$ cat src/shared/mcec_consts.svh
/*
  Constants for the machine-check error capture block: register byte offsets,
  status word field positions, event codes, retry limit and halt codes.
  Assumes a single processor clock; included by bare name.
*/
`ifndef MCEC_CONSTS_SVH
`define MCEC_CONSTS_SVH

// ****************************************
// Register byte offsets
// ****************************************
`define MCEC_OFF_STATUS   8'h00
`define MCEC_OFF_PCFAIL   8'h04
`define MCEC_OFF_UPCFAIL  8'h08
`define MCEC_OFF_CURPC    8'h0C
`define MCEC_OFF_CURPSL   8'h10
`define MCEC_OFF_BYTECNT  8'h14
`define MCEC_OFF_SUMMARY  8'h18
`define MCEC_OFF_PCTLCSR  8'h1C
`define MCEC_OFF_CTRL     8'h20
`define MCEC_OFF_HALT     8'h24

// ****************************************
// Status word fields
// ****************************************
`define MCEC_BIT_LOCK     0
`define MCEC_BIT_PCERR    1
`define MCEC_BIT_WRMEM    21
`define MCEC_BIT_BUSERR   22
`define MCEC_EVT_LSB      16
`define MCEC_EVT_MSB      20
`define MCEC_PSL_FPD      27

// ****************************************
// Event codes
// ****************************************
`define MCEC_EV_NONE        5'h00
`define MCEC_EV_MDONE       5'h01
`define MCEC_EV_SRDACK      5'h02
`define MCEC_EV_BUSTO       5'h03
`define MCEC_EV_STPASS      5'h04
`define MCEC_EV_RETRYCNF    5'h05
`define MCEC_EV_IREGWR      5'h06
`define MCEC_EV_ADVRETRY    5'h07
`define MCEC_EV_EXTV4       5'h0C
`define MCEC_EV_SSTALL      5'h10
`define MCEC_EV_BUSBUSY     5'h13
`define MCEC_EV_NEACK4      5'h14
`define MCEC_EV_RDSUB       5'h18
`define MCEC_EV_MCMDBAD     5'h19
`define MCEC_EV_MCMDNAK     5'h1A
`define MCEC_EV_PARADV      5'h1B
`define MCEC_EV_MDATABAD    5'h1C
`define MCEC_EV_RETRYTO     5'h1D
`define MCEC_EV_MPARITY     5'h1E
`define MCEC_EV_XMITCHK     5'h1F

// ****************************************
// Counts and codes
// ****************************************
`define MCEC_RETRY_LIMIT  13'd4096
`define MCEC_BYTE_COUNT   32'h0000_0020
`define MCEC_HALT_DOUBLE  8'h05
`define MCEC_HALT_CONSOLE 8'h4C
`define MCEC_HALT_NONE    8'h00

`endif

$ cat src/shared/mcec_pkg.sv
/*
  Types for the machine-check error capture block.
  Assumes mcec_consts.svh for numeric constants.
*/
package mcec_pkg;

  typedef struct packed {
    logic        valid;
    logic [4:0]  code;
    logic        wrMem;
  } mcec_busev_t;

  typedef struct packed {
    logic [31:0] pc;
    logic [31:0] microPc;
    logic [31:0] curPc;
    logic [31:0] curPsl;
  } mcec_cpustate_t;

  typedef enum logic [1:0] {
    MCEC_RUN,
    MCEC_FRAME,
    MCEC_CONSOLE
  } mcec_state_t;

endpackage

$ cat src/hdl/mcec_capture.sv
/*
  Machine-check error capture: classifies bus events from the port
  controller, locks the status word on bus errors, saves the stack frame
  values, detects double errors and diverts errors to the console while in
  power-up or console mode. Registers sit on an AHB-Lite slave.
  Assumes one clock, synchronous active-low reset, one AHB master.
*/
// The implementer's own choices: the address map and the AHB-Lite register port.
`timescale 1ns/1ps
`include "mcec_consts.svh"

// Notes on behaviour
// - Lock bit set means status bits 22:1 hold valid captured information.
// - Failing address is valid only while write-memory bit 21 is clear.
// - Codes 0,1,2,4,6 are non-error events passed through unchanged.
// - Code 3 bus timeout sets bus-error bit 22.
// - Codes 5,7,8,9,A,B are retry, no-ack, error vector and arbitration events.
// - Codes C to F report external vector selection at levels 4 to 7.
// - Codes 10 to 13 report slave stall, parity, bad confirm, bus busy.
// - Codes 14 to 17 report non-error vector acks at levels 4 to 7.
// - Code 18 read data substitute sets bus-error bit 22.
// - Codes 19 and 1C illegal master confirmations set bus-error bit 22.
// - Code 1A master command no-ack sets bus-error bit 22.
// - Code 1B gives advance notice of bad parity, no lock.
// - After 4096 consecutive retries capture code 1D and set bit 22.
// - Bad parity while master captures code 1E and sets bit 22.
// - Transmit check mismatch as sole driver captures 1F, sets bit 22.
// - Frame entry 1C holds the program counter at error detection.
// - Frame entry 20 holds next micro-address at error detection.
// - Frame entry 24 holds start address of the failing instruction.
// - Frame entry 28 holds current status longword with bit 27 first-part-done.
// - Second error while in-progress flag set halts with code 05, run off.
// - Double-error halt pushes no frame; holding registers stay readable.
// - Power-up or console errors set error-state, go to console code 4C.
// - Bit 22 freezes bit 21 and code until software clears bit 22.
// - First frame entry holds byte count 20 hex.
module mcec_capture (
  input  wire logic                  clk_sys,
  input  wire logic                  rst_n,
  input  wire logic                  hsel,
  input  wire logic [7:0]            haddr,
  input  wire logic [1:0]            htrans,
  input  wire logic                  hwrite,
  input  wire logic [2:0]            hsize,
  input  wire logic [31:0]           hwdata,
  input  wire logic                  hready,
  output logic      [31:0]           hrdata,
  output logic                       hreadyout,
  output logic                       hresp,
  input  wire mcec_pkg::mcec_busev_t busEvent,
  input  wire logic                  retryCnf,
  input  wire logic                  masterDone,
  input  wire logic                  masterParityBad,
  input  wire logic                  soleDriver,
  input  wire logic [31:0]           driveData,
  input  wire logic [31:0]           sampleData,
  input  wire mcec_pkg::mcec_cpustate_t cpuState,
  input  wire logic                  consoleMode,
  output logic                       machineCheck,
  output logic                       runLight,
  output logic                       consoleHalt,
  output logic      [7:0]            haltCode
);

  // ****************************************
  // Bus event classification
  // ****************************************
  function automatic logic isBusError(input logic [4:0] code);
    case (code)
      `MCEC_EV_BUSTO,
      `MCEC_EV_RDSUB,
      `MCEC_EV_MCMDBAD,
      `MCEC_EV_MDATABAD,
      `MCEC_EV_MCMDNAK,
      `MCEC_EV_RETRYTO,
      `MCEC_EV_MPARITY,
      `MCEC_EV_XMITCHK: isBusError = 1'b1;
      default:          isBusError = 1'b0;
    endcase
  endfunction

  logic [12:0]           retryCount;
  logic                  retryExpired;
  logic                  xmitMismatch;
  logic [4:0]            next_code;
  logic                  next_valid;

  assign retryExpired = retryCnf && (retryCount == `MCEC_RETRY_LIMIT - 13'd1);
  assign xmitMismatch = soleDriver && (driveData != sampleData);

  // Locally detected errors outrank whatever the port controller reports
  always_comb begin
    next_valid = 1'b1;
    if (retryExpired) begin
      next_code = `MCEC_EV_RETRYTO;
    end else if (xmitMismatch) begin
      next_code = `MCEC_EV_XMITCHK;
    end else if (masterParityBad) begin
      next_code = `MCEC_EV_MPARITY;
    end else begin
      next_code  = busEvent.code;
      next_valid = busEvent.valid;
    end
  end

  // Counts consecutive retries; any completion restarts the count
  always_ff @(posedge clk_sys) begin
    if (!rst_n || masterDone || retryExpired) begin
      retryCount <= 13'h0000;
    end else if (retryCnf) begin
      retryCount <= retryCount + 13'd1;
    end
  end

  // ****************************************
  // Status word capture
  // ****************************************
  logic       busErr;
  logic       wrMem;
  logic [4:0] evCode;
  logic       newBusErr;
  logic       clrBusErr;

  assign newBusErr = next_valid && isBusError(next_code) && !busErr;

  always_ff @(posedge clk_sys) begin
    if (!rst_n) begin
      evCode <= `MCEC_EV_NONE;
      wrMem  <= 1'b0;
      busErr <= 1'b0;
    end else if (!busErr || clrBusErr) begin
      if (next_valid) begin
        evCode <= next_code;
        wrMem  <= busEvent.wrMem;
      end
      // Set wins over a clear in the same cycle
      busErr <= next_valid && isBusError(next_code);
    end
  end

  // ****************************************
  // Error sequencing
  // ****************************************
  mcec_pkg::mcec_state_t state;
  logic                  inProgress;
  logic                  errorState;
  logic                  clrProgress;
  logic [31:0]           savePc;
  logic [31:0]           saveUpc;
  logic [31:0]           saveCurPc;
  logic [31:0]           saveCurPsl;
  logic                  frameValid;

  always_ff @(posedge clk_sys) begin
    if (!rst_n) begin
      state      <= mcec_pkg::MCEC_RUN;
      inProgress <= 1'b0;
      errorState <= 1'b0;
      haltCode   <= `MCEC_HALT_NONE;
      frameValid <= 1'b0;
    end else begin
      case (state)
        mcec_pkg::MCEC_RUN: begin
          if (newBusErr) begin
            if (consoleMode) begin
              errorState <= 1'b1;
              haltCode   <= `MCEC_HALT_CONSOLE;
              state      <= mcec_pkg::MCEC_CONSOLE;
            end else if (inProgress && !clrProgress) begin
              haltCode   <= `MCEC_HALT_DOUBLE;
              frameValid <= 1'b0;
              state      <= mcec_pkg::MCEC_CONSOLE;
            end else begin
              inProgress <= 1'b1;
              frameValid <= 1'b1;
              state      <= mcec_pkg::MCEC_FRAME;
            end
          end else if (clrProgress) begin
            inProgress <= 1'b0;
          end
        end
        mcec_pkg::MCEC_FRAME: begin
          state <= mcec_pkg::MCEC_RUN;
        end
        mcec_pkg::MCEC_CONSOLE: begin
          // Left only by reset; console owns the machine now
          state <= mcec_pkg::MCEC_CONSOLE;
        end
        default: state <= mcec_pkg::MCEC_RUN;
      endcase
    end
  end

  // Holding registers keep the snapshot even after a double-error halt
  always_ff @(posedge clk_sys) begin
    if (!rst_n) begin
      savePc     <= 32'h0000_0000;
      saveUpc    <= 32'h0000_0000;
      saveCurPc  <= 32'h0000_0000;
      saveCurPsl <= 32'h0000_0000;
    end else if (newBusErr && state == mcec_pkg::MCEC_RUN && (!inProgress || clrProgress)) begin
      savePc     <= cpuState.pc;
      saveUpc    <= cpuState.microPc;
      saveCurPc  <= cpuState.curPc;
      saveCurPsl <= cpuState.curPsl;
    end
  end

  assign machineCheck = (state == mcec_pkg::MCEC_FRAME);
  assign consoleHalt  = (state == mcec_pkg::MCEC_CONSOLE);
  assign runLight     = (state != mcec_pkg::MCEC_CONSOLE);

  // ****************************************
  // AHB-Lite slave
  // ****************************************
  logic       dPhase;
  logic       dWrite;
  logic [7:0] dAddr;
  logic [31:0] statusWord;

  always_ff @(posedge clk_sys) begin
    if (!rst_n) begin
      dPhase <= 1'b0;
      dWrite <= 1'b0;
      dAddr  <= 8'h00;
    end else if (hready) begin
      dPhase <= hsel && htrans[1];
      dWrite <= hwrite;
      dAddr  <= haddr;
    end
  end

  assign clrProgress = dPhase && dWrite && dAddr == `MCEC_OFF_SUMMARY;
  assign clrBusErr   = dPhase && dWrite && dAddr == `MCEC_OFF_PCTLCSR && hwdata[`MCEC_BIT_BUSERR];

  always_comb begin
    statusWord = 32'h0000_0000;
    statusWord[`MCEC_BIT_BUSERR]            = busErr;
    statusWord[`MCEC_BIT_WRMEM]             = wrMem;
    statusWord[`MCEC_EVT_MSB:`MCEC_EVT_LSB] = evCode;
    statusWord[`MCEC_BIT_PCERR]             = busErr;
    statusWord[`MCEC_BIT_LOCK]              = busErr && !wrMem;
  end

  always_ff @(posedge clk_sys) begin
    if (!rst_n) begin
      hrdata <= 32'h0000_0000;
    end else if (hready && hsel && htrans[1] && !hwrite) begin
      case (haddr)
        `MCEC_OFF_STATUS:  hrdata <= statusWord;
        `MCEC_OFF_PCTLCSR: hrdata <= statusWord;
        `MCEC_OFF_PCFAIL:  hrdata <= savePc;
        `MCEC_OFF_UPCFAIL: hrdata <= saveUpc;
        `MCEC_OFF_CURPC:   hrdata <= saveCurPc;
        `MCEC_OFF_CURPSL:  hrdata <= saveCurPsl;
        `MCEC_OFF_BYTECNT: hrdata <= `MCEC_BYTE_COUNT;
        `MCEC_OFF_SUMMARY: hrdata <= {31'h0000_0000, inProgress};
        `MCEC_OFF_CTRL:    hrdata <= {30'h0000_0000, errorState, frameValid};
        `MCEC_OFF_HALT:    hrdata <= {24'h00_0000, haltCode};
        default:           hrdata <= 32'h0000_0000;
      endcase
    end
  end

  assign hreadyout = 1'b1;
  assign hresp     = 1'b0;

  // ****************************************
  // Assertions
  // ****************************************
  property p_busErrSets;
    @(posedge clk_sys) disable iff (!rst_n)
      (!busErr && next_valid && isBusError(next_code)) |=> busErr;
  endproperty
  a_busErrSets: assert property (p_busErrSets) else $error("bus error flag not set");

  property p_freeze;
    @(posedge clk_sys) disable iff (!rst_n)
      (busErr && !clrBusErr) |=> ($stable(evCode) && $stable(wrMem) && busErr);
  endproperty
  a_freeze: assert property (p_freeze) else $error("locked fields changed");

  property p_nonErr;
    @(posedge clk_sys) disable iff (!rst_n)
      (!busErr && next_valid && next_code == `MCEC_EV_PARADV) |=> !busErr && evCode == `MCEC_EV_PARADV;
  endproperty
  a_nonErr: assert property (p_nonErr) else $error("advance parity locked");

  property p_retryTo;
    @(posedge clk_sys) disable iff (!rst_n)
      (retryExpired && !busErr) |=> busErr && evCode == `MCEC_EV_RETRYTO;
  endproperty
  a_retryTo: assert property (p_retryTo) else $error("retry timeout missed");

  property p_xmit;
    @(posedge clk_sys) disable iff (!rst_n)
      (xmitMismatch && !retryExpired && !busErr) |=> evCode == `MCEC_EV_XMITCHK;
  endproperty
  a_xmit: assert property (p_xmit) else $error("transmit check missed");

  property p_double;
    @(posedge clk_sys) disable iff (!rst_n)
      (state == mcec_pkg::MCEC_RUN && newBusErr && inProgress && !clrProgress && !consoleMode)
        |=> consoleHalt && !runLight && haltCode == `MCEC_HALT_DOUBLE && !machineCheck;
  endproperty
  a_double: assert property (p_double) else $error("double error not halted");

  property p_console;
    @(posedge clk_sys) disable iff (!rst_n)
      (state == mcec_pkg::MCEC_RUN && newBusErr && consoleMode)
        |=> errorState && haltCode == `MCEC_HALT_CONSOLE && !machineCheck;
  endproperty
  a_console: assert property (p_console) else $error("console error not diverted");

  property p_savePc;
    @(posedge clk_sys) disable iff (!rst_n)
      (state == mcec_pkg::MCEC_RUN && newBusErr && !inProgress)
        |=> savePc == $past(cpuState.pc) && saveCurPsl == $past(cpuState.curPsl);
  endproperty
  a_savePc: assert property (p_savePc) else $error("frame values not saved");

  property p_lockValid;
    @(posedge clk_sys) disable iff (!rst_n)
      statusWord[`MCEC_BIT_LOCK] |-> busErr && statusWord[`MCEC_BIT_PCERR] && !wrMem;
  endproperty
  a_lockValid: assert property (p_lockValid) else $error("lock bit without valid capture");

  property p_wrMemTrack;
    @(posedge clk_sys) disable iff (!rst_n)
      ((!busErr || clrBusErr) && next_valid) |=> wrMem == $past(busEvent.wrMem);
  endproperty
  a_wrMemTrack: assert property (p_wrMemTrack) else $error("write-memory flag not tracked");

  property p_codeTrack;
    @(posedge clk_sys) disable iff (!rst_n)
      ((!busErr || clrBusErr) && next_valid) |=> evCode == $past(next_code);
  endproperty
  a_codeTrack: assert property (p_codeTrack) else $error("event code not tracked");

  property p_quiet;
    @(posedge clk_sys) disable iff (!rst_n)
      (!busErr && next_valid && !isBusError(next_code)) |=> !busErr;
  endproperty
  a_quiet: assert property (p_quiet) else $error("non-error event locked");

  property p_portErr;
    @(posedge clk_sys) disable iff (!rst_n)
      (!busErr && next_valid && (next_code == `MCEC_EV_RDSUB || next_code == `MCEC_EV_MCMDBAD ||
        next_code == `MCEC_EV_MCMDNAK || next_code == `MCEC_EV_MDATABAD)) |=> busErr;
  endproperty
  a_portErr: assert property (p_portErr) else $error("port error not locked");

  property p_parity;
    @(posedge clk_sys) disable iff (!rst_n)
      (masterParityBad && !retryExpired && !xmitMismatch && !busErr) |=> busErr && evCode == `MCEC_EV_MPARITY;
  endproperty
  a_parity: assert property (p_parity) else $error("master parity missed");

  property p_noFrame;
    @(posedge clk_sys) disable iff (!rst_n)
      (haltCode == `MCEC_HALT_DOUBLE) |-> !frameValid && !machineCheck;
  endproperty
  a_noFrame: assert property (p_noFrame) else $error("frame pushed on double error");

  property p_clrProgress;
    @(posedge clk_sys) disable iff (!rst_n)
      (state == mcec_pkg::MCEC_RUN && clrProgress && !newBusErr) |=> !inProgress;
  endproperty
  a_clrProgress: assert property (p_clrProgress) else $error("in-progress flag not cleared");

  property p_resetClear;
    @(posedge clk_sys)
      !rst_n |=> !inProgress && !errorState && evCode == `MCEC_EV_NONE && !consoleHalt;
  endproperty
  a_resetClear: assert property (p_resetClear) else $error("reset left error state");

endmodule

$ cat config.mk
export PLATFORM = sky130hd
export DESIGN_NAME = mcec_capture
export DESIGN_NICKNAME = d
export VERILOG_FILES = /design/src/shared/mcec_pkg.sv /design/src/hdl/mcec_capture.sv
export VERILOG_INCLUDE_DIRS = /design/src /design/src/shared
export SDC_FILE = /design/constraint.sdc
export NUM_CORES = 1
export LEC_CHECK = 0
export BUFFER_PORTS_ARGS = -buffer_cell sky130_fd_sc_hd__buf_2
export CAP_MARGIN = 20
export CELL_PAD_IN_SITES_DETAIL_PLACEMENT = 0
export CELL_PAD_IN_SITES_GLOBAL_PLACEMENT = 1
export CORE_MARGIN = 1.5
export CORE_UTILIZATION = 25
export CTS_CLUSTER_SIZE = 40
export DETAILED_ROUTE_END_ITERATION = 10
export HOLD_SLACK_MARGIN = 0.03
export PLACE_DENSITY = 0.69
export SYNTH_ARGS = -nofsm -noshare
export SYNTH_HDL_FRONTEND = slang
export SYNTH_SLANG_ARGS = --single-unit
export TNS_END_PERCENT = 1
$ cat constraint.sdc
create_clock -name clk_sys -period 3.95 [get_ports clk_sys]
set_input_delay 0.5925 -clock clk_sys [delete_from_list [all_inputs] [get_ports clk_sys]]
set_output_delay 0.5925 -clock clk_sys [all_outputs]
set_load 0.02 [all_outputs]
== After elaboration in Yosys (flattened, before gate mapping) ==
Memories as Yosys holds them, arrays and structs flattened.
Index checks and enable logic that the tools add are counted.
Storage, ports and cells
  input port bits: 254
  output and inout bits: 45
  bits in read-only memories: 64
  memories kept: 2
  bits in registers: 203
Cells by class
  equal/unequal tests: 19
  reductions and logical operators: 37
  $add $sub $neg: 1
  mux-type cells: 20
  bitwise logic cells: 1
Memories
  (name not given): words 32, bits a word 1, read ports 1, clocked after Yosys merged registers in 0, wr ports 0, RTL line mcec_capture.sv:69  | case (code)
  (name not given): words 32, bits a word 1, read ports 1, clocked after Yosys merged registers in 0, wr ports 0, RTL line mcec_capture.sv:69
Operator list (count)
  one-hot mux 32 bit (9 select lines): 1
  equality test 8 x 5 -> 1 bit, second input constant: 6
  inequality test 32 bit: 1
  logical AND 1 bit: 17
  equality test 8 x 4 -> 1 bit, second input constant: 2
  equality test 8 x 6 -> 1 bit, second input constant: 2
  2-to-1 mux 8 bit: 2
  2-to-1 mux 5 bit: 3
  adder 13 x 1 -> 13 bit, second input constant: 1
  equality test 13 x 12 -> 1 bit, second input constant: 1
  2-to-1 mux 1 bit: 10
  AND reduction 3 bit: 3
  equality test 8 x 3 -> 1 bit, second input constant: 1
  logical NOT 8 bit: 1
  inequality test 2 bit, second input constant: 4
  logical NOT 1 bit: 6
  2-to-1 mux 2 bit: 3
  logical OR 1 bit: 4
  one-hot mux 2 bit (2 select lines): 1
  AND reduction 4 bit: 1
  nonzero test 2 bit: 2
  equality test 2 x 1 -> 1 bit, second input constant: 1
  equality test 2 bit, second input constant: 1
  logical NOT 2 bit: 1
  3 further kinds: 3

== Longest topological paths before layout ==
Gate-level depths: netlist of the first run.
An unclocked memory read counts as a cell.
  word-level depth: 9
  depth in mapped cells: 12
  depth with buffers taken out: 8

== Worst setup path after synthesis of the first run ==
Ideal clock, no wire load.
  kind: input port to flip-flop
  start: input retryCnf
  end: register saveCurPc[23]
  arrival: 2.577 ns
  library setup time: 0.068 ns
  path buffers: 5
  cell stages on the path: 11
  data required time: 3.882 ns
  setup slack: 1.305 ns
  cells stage by stage: buf_2 > nand4_1 > or4_4 > a31o_4 > o311ai_4 > buf_6 > buf_6 > buf_12 > buf_8 > nand3_2 > o21ai_2
On the way
  cells in the longest elaborated chain, start to end: 7
Ends and longest elaborated chain
  from (decl): RTL line mcec_capture.sv:51  | input wire logic retryCnf,
  logical AND 1 bit *: RTL line mcec_capture.sv:88  | assign retryExpired = retryCnf && (retryCount == `MCEC_RETRY_LIMIT - 13'd1);
  2-to-1 mux 5 bit: RTL line mcec_capture.sv:94  | if (retryExpired) begin
  memory (32 x 1 bit)
  logical AND 1 bit * (2 in a row): RTL line mcec_capture.sv:124  | assign newBusErr = next_valid && isBusError(next_code) && !busErr;
  logical AND 1 bit * (2 in a row): RTL line mcec_capture.sv:201  | end else if (newBusErr && state == mcec_pkg::MCEC_RUN && (!inProgress || clrProgress)) begin
  to (signal assigned): RTL line mcec_capture.sv:204  | saveCurPc <= cpuState.curPc;
  to (decl): RTL line mcec_capture.sv:150  | logic [31:0] saveCurPc;
Every way passes the cells marked *; elsewhere a longest branch is shown, timed or not.
A chain may end at the register's enable or synchronous reset.

== Worst setup path in the final report of the first run ==
  start: register retryCount[0]
  end: register saveCurPsl[14]
On the way
  cells in the longest elaborated chain, start to end: 8
Ends and longest elaborated chain
  from (decl): RTL line mcec_capture.sv:82  | logic [12:0] retryCount;
  from (signal assigned): RTL line mcec_capture.sv:111  | retryCount <= retryCount + 13'd1;
  equality test 13 x 12 -> 1 bit *: RTL line mcec_capture.sv:88
  logical AND 1 bit *: RTL line mcec_capture.sv:88
  2-to-1 mux 5 bit: RTL line mcec_capture.sv:94
  memory (32 x 1 bit)
  logical AND 1 bit * (2 in a row): RTL line mcec_capture.sv:124
  logical AND 1 bit * (2 in a row): RTL line mcec_capture.sv:201
  to (signal assigned): RTL line mcec_capture.sv:205  | saveCurPsl <= cpuState.curPsl;
  to (decl): RTL line mcec_capture.sv:151  | logic [31:0] saveCurPsl;
Marks and branches as above.

==> results.cfg, run 1 <==
[clock_tree]
cts_hold_buf = 0
clk-insertion-delay-late_ns = 0.45
cts_max_level = 4
postCtsResizedCells = 0
cts.sinks = 198
post_cts_buffers = 0
ctsRootBufferMaster = clkbuf_16
path_clk_slew_ns = 0.08
cts_inserted_buffers = 17
cts_tree = done
clockBufferDepth = 2

[synthesis]
synth_enable_flop_cells = 0
synthMuxAreaShare_pct = 1.450
ys_types = 57
synth_fa_ha_area_share_pct = 0.1395
synth_xor_area_share_pct = 4.002
synth-seq-cells = 198
synth_top_family_by_area = simple AND/OR/NAND/NOR gates
synth-seq-area-share_pct = 44.18
synth_area_sq_um = 8972
yosys.area_share.simple_pct = 22.88
synth_ff_type = dfxtp_1
synth_compound_area_share_pct = 21.50
syn_avg_cell_area_sq_um = 8.505
yosysWarnings = 0
syn_inst = 1055
async_flop_share_pct = 0

[worst_setup_path]
crit_type = reg -> reg
end_kind = flop
setup.worst_path.start_class = flop
slowest_delay_ns = 0.63
worstPathArrival_ns = 3.28
crit_slowest_cell = o311ai_4
worstPathCellList = ha_1 -> nand4_1 -> or4_4 -> a31o_4 -> o311ai_4 -> buf_12 -> nand3_1 -> o21ai_0
crit_path_max_fanout = 82
cp.required_ns = 4.32

[die]
rows = 69
coreArea_sq_um = 35480
io_pins = 299
dieArea_sq_um = 37040
dieWidth_um = 192.4
initial_core_util_pct = 25.29
die_h_um = 192.4

[global_route]
met1_usage_pct = 20.21
track_usage_pct = 15.66
grtUsageMet3_pct = 3.273
grt_max_degree = 190
antenna_found_initial = 6
grt.busiest_layer = met2
grt_pass1_vias = 7650
overflow = 0
grt.met2_usage_pct = 26.00
grt_pass1_wl_um = 43660

[power_and_ir_drop]
combPwrFrac_pct = 12.8
max-vdd-ir-drop_uv = 277.4
p_switching_mw = 1.350
p_leak_nw = 4.336
p_int_mw = 3.209
power_frac_seq_pct = 48.7
swShare_pct = 29.61
power_frac_clock_pct = 38.5
p_per_area_nw_per_um2 = 407.7

[timing]
hold_violations = 0
fin_tns_setup_ns = 0
tightest_slew_ns = 0.9582
final-setup-viol-count = 0
fin_skew_ns = 0.01305
post-route-min-period_ns = 2.905
period_share_pct = 73.55
slew_headroom_pct = 35.90
drv_slew = 0
grt_setup_unrepaired = false
fmax_mhz = 344.2

[layout]
final_util_pct = 31.52
mostFrequentLayoutCell = buf_2
fillCellCount = 3836
final_layout_size_suffix_gt1_share_pct = 31.89
syn2layout_area_growth_pct = 24.64
layout_common_cells = buf_2 (256), dfxtp_1 (198), nand2_1 (188)
nNetsFinal = 1509

[drt]
via_per_inst = 4.655
drt-total-wl_um = 28900
drtAntennaViolNets = 0
via_count = 8053
drc = 0
drt_pass1_iterations = 8
wl_per_cell_um = 16.70
first_iter_violations = 470

[placement]
io_buffers = 257
finalWeightedCongestion = 0.8456
dpl.hpwl_um = 20290

[run_status]
status = complete, no violations

[flow_run]
drv_cap = 0

[worst_hold_path]
hold_class = in -> reg
synth_stat cells (3+ instances only):
master	number	share of area, %
a22oi_1	45	3.8
buf_4	7	0.59
a31o_2	4	0.39
nor3_1	7	0.39
nor4_1	10	0.70
o21ai_0	97	5.4
a222oi_1	10	1.1
buf_1	5	0.21
nand2b_1	5	0.35
nor2b_1	4	0.28
nor2_1	36	1.5
clkbuf_1	56	2.3
nand3_1	98	5.5
nand3_2	40	4.5
mux2i_1	13	1.5
or3_1	4	0.28
dfxtp_1	198	44
inv_1	6	0.25
buf_2	17	0.95
a21oi_1	44	2.5
xor2_1	39	3.8
o221a_2	3	0.38
nand4_1	7	0.49
clkbuf_2	5	0.28
o21ai_2	40	3.9
a21o_1	27	2.3
nand2_1	189	7.9
buf_8	4	0.67
power by group through the flow:
stage	Clock [mW]	Sequential [mW]	Combinational [mW]
detailed placement	0	2.26	0.595
CTS	1.83	2.22	0.596
finish	1.76	2.22	0.585
global route	1.91	2.24	0.655
global placement	0	2.26	0.588
floorplan	0	2.24	0.406
registers in the layout, summed over array words and instances (netlist names):
register and cells:
frameValid 1, inProgress 1, dPhase 1, hrdata 32, saveUpc 32, savePc 32
saveCurPsl 32, busErr 1, dAddr 8, saveCurPc 32, evCode 5, state 2
errorState 1, wrMem 1, dWrite 1, retryCount 13, haltCode 3
kinds of logic after synthesis:
| group | count (synthesis) |
|---|---|
| compound gates | 286 |
| other cells | 2 |
| buf+inv | 103 |
| fa+ha+maj | 1 |
| mux | 13 |
| simple gates | 411 |
| xor+xnor | 41 |
| flops | 198 |
through the flow:
stage          std cells  area [sq um]  hold WS, ns  power [mW]  setup WS [ns]
2_1_floorplan       1059          8987       0.4227       2.649          1.305
6_report            1730         11180       0.3178       4.559          1.045
3_5_place_dp        1696         10590       0.4373       2.858         0.6647
3_3_place_gp        1696         10590       0.4398       2.849         0.6713
5_1_grt             1730         11180       0.3038       4.797         0.7887
4_1_cts             1728         11180       0.2912       4.643         0.9958
worst max-delay path, delay by kind of cell, from the launching register on:
kind                     cells  cell delay [ns]
AO/OA/AOI/OAI                3             1.01
adder cells (fa/ha/maj)      1             0.23
flip-flops                   1             0.37
AND/OR/NAND/NOR              3             0.78
buffers and inverters        1             0.38
per-layer routing:
metal  up-vias  share of wire (%)
met5         -              0.093
met2       156                 49
li1       4128                  -
met4         4                1.7
met1      3733                 46
met3        32                3.7
final timing paths:
check / slack (ns) / depth (start not counted) / startpoint / end
setup / recovery: 1.04 / 8 / retryCount[0]$_SDFFE_PP0P_ / saveCurPsl[14]$_SDFFE_PN0P_
hold / removal: 0.32 / 2 / masterDone / retryCount[10]$_SDFFE_PP0P_
setup reg to reg: 1.04 / 8 / retryCount[0]$_SDFFE_PP0P_ / saveCurPsl[14]$_SDFFE_PN0P_
hold reg to reg: 0.45 / 2 / errorState$_SDFFE_PN0P_ / errorState$_SDFFE_PN0P_
cell type report:
type | count | area, sq um | area share [%]
multi-input combinational | 758 | 4537 | 40.57
sequential | 198 | 3964 | 35.44
timing repair buffer | 273 | 1491 | 13.34
tap | 461 | 576.8 | 5.158
clock buffer | 17 | 425.4 | 3.804
clock inverter | 15 | 161.4 | 1.443
inverter | 6 | 22.52 | 0.2014
antenna | 2 | 5.005 | 0.04475
No activity file was read; power rests on OpenSTA's default activity.
==> inputs of run 2 (changes only) <==
Clock period 3.95 ns to 2.8 ns, I/O delays scaled along.
==> run 2 against run 1 <==
  * Critical path depth rose by 1
  * Largest cell class unchanged
  * Sequential cell count unchanged
  * Sequential share of layout area is 0.64 points lower
  * Via count grew 0.70%
==> results.cfg, run 2 (synthesis gave the netlist of run 1 again) <==
[timing]
period_share_pct = 93.84
fmax_mhz = 380.6
post-route-min-period_ns = 2.628
final-setup-viol-count = 0
fin_skew_ns = 0.009784
worst_slack_ns = 0.1725
hold_violations = 0
tightest_slew_ns = 0.5615
fin_tns_setup_ns = 0
slew_headroom_pct = 62.57
drv_slew = 0
grt_setup_unrepaired = false

[drt]
first_iter_violations = 462
wl_per_cell_um = 16.40
drc = 0
drt_pass1_iterations = 5
drtAntennaViolNets = 0
via_count = 8109
via_per_inst = 4.636
drt-total-wl_um = 28680

[global_route]
track_usage_pct = 15.54
grt_max_degree = 128
grt_pass1_wl_um = 43510
grt_pass1_vias = 7599
overflow = 0
antenna_found_initial = 7

[worst_hold_path]
hold_class = in -> reg
min-delay-start = masterDone
hold_path_end = retryCount[10]$_SDFFE_PP0P_
min_path_cells = 2

[placement]
placement.cell_area_sq_um = 10770
place_inst = 1715
finalWeightedCongestion = 0.8232
post-place-ws_ns = 0.06484
io_buffers = 257
dpl.hpwl_um = 20770

[clock_tree]
path_clk_slew_ns = 0.07
clk-insertion-delay-late_ns = 0.44
post_cts_buffers = 0
cts_max_level = 4
ctsRootBufferMaster = clkbuf_16
cts_tree = done
cts_inserted_buffers = 17
clockBufferDepth = 2
cts.sinks = 198

[worst_setup_path]
worstPathCellList = ha_2 -> nand4_1 -> or4_4 -> a31o_4 -> o311ai_4 -> buf_12 -> buf_4 -> nand3_1 -> o21ai_0
cp.required_ns = 3.16
r2r_start = retryCount[1]$_SDFFE_PP0P_
end_kind = flop
rr_worst_depth = 9
ff2ff_setup_slack_ns = 0.17
crit_type = reg -> reg
worstPathArrival_ns = 2.99
crit_slowest_cell = or4_4
crit_path_max_fanout = 22
slowest_delay_ns = 0.49
setup.worst_path.start_class = flop
regToRegEndpoint = savePc[14]$_SDFFE_PN0P_

[die]
dieArea_sq_um = 37040
coreArea_sq_um = 35480
io_pins = 299
rows = 69
dieWidth_um = 192.4
initial_core_util_pct = 25.29
die_h_um = 192.4

[layout]
stdcell_count = 1749
nNetsFinal = 1528
layout_common_cells = buf_2 (256), dfxtp_1 (197), nand2_1 (188)
stdcell_area_sq_um = 11390
mostFrequentLayoutCell = buf_2
syn2layout_area_growth_pct = 26.96
final_layout_size_suffix_gt1_share_pct = 32.81

[power_and_ir_drop]
p_per_area_nw_per_um2 = 580.0
p_leak_nw = 4.442
max-vdd-ir-drop_uv = 433.7

[flow_run]
drv_cap = 0

[run_status]
status = complete, no violations
-- run 2: worst max-delay path by stage --
stage               slack [ns]                          to                        from
global route             0.006    saveUpc[18]$_SDFFE_PN0P_  retryCount[1]$_SDFFE_PP0P_
CTS                       0.12     savePc[14]$_SDFFE_PN0P_  retryCount[0]$_SDFFE_PP0P_
global placement          0.07     savePc[14]$_SDFFE_PN0P_              sampleData[31]
detailed placement        0.06     savePc[14]$_SDFFE_PN0P_              sampleData[31]
finish                    0.17     savePc[14]$_SDFFE_PN0P_  retryCount[1]$_SDFFE_PP0P_
floorplan                 0.33  saveCurPc[23]$_SDFFE_PN0P_                    retryCnf
-- run 2: where the power goes --
part | leakage, nW | switching [mW] | total (mW) | internal (mW)
sequential | 1.62 | 0.118 | 3.13 | 3.01
combinational | 2.54 | 0.515 | 0.875 | 0.360
clock | 0.285 | 1.17 | 2.60 | 1.43
-- run 2: what timing repair did --
item | 4_1_cts | 5_1_grt
setup endpoints to repair | 0 | 13
endpoints found under the hold margin | 0 | 0
hold buffers | 0 | 0
resized for setup | 0 | 3
-- run 2: metrics by stage --
stage / power, mW / hold slack, ns / utilization, %
after global placement: 4.065 / 0.4402 / 30.36
after detailed placement: 4.079 / 0.4378 / 30.36
after global routing: 6.935 / 0.1624 / 32.10
after floorplan: 3.737 / 0.4227 / -
final: 6.606 / 0.1812 / 32.10
after CTS: 6.722 / 0.1482 / 32.06
-- run 2: cell type report --
| class | instances | area (sq um) |
|---|---|---|
| diodes | 2 | 5.005 |
| clock buffers | 20 | 436.7 |
| clock inverters | 12 | 166.4 |
| fillers | 3775 | 24090 |
| inverters | 6 | 22.52 |
| multi-input cells | 758 | 4539 |
| flip-flops and latches | 198 | 3965 |
| well taps | 461 | 576.8 |
| repair buffers | 292 | 1679 |
-- run 2: routing by layer --
metal	global-route usage [%]	vias up	routed length [um]
li1	-	4147	-
met1	20.32	3755	13050
met2	25.71	170	13720
met3	3.310	31	1407
met4	4.353	6	468
met5	0	-	33
-- run 2: critical path: cells and delay by family, from the launching register on --
kind / cells / cell delay [ns]
flops: 1 / 0.36
simple gates: 3 / 0.75
buf+inv: 2 / 0.51
compound gates: 3 / 0.69
fa+ha+maj: 1 / 0.22
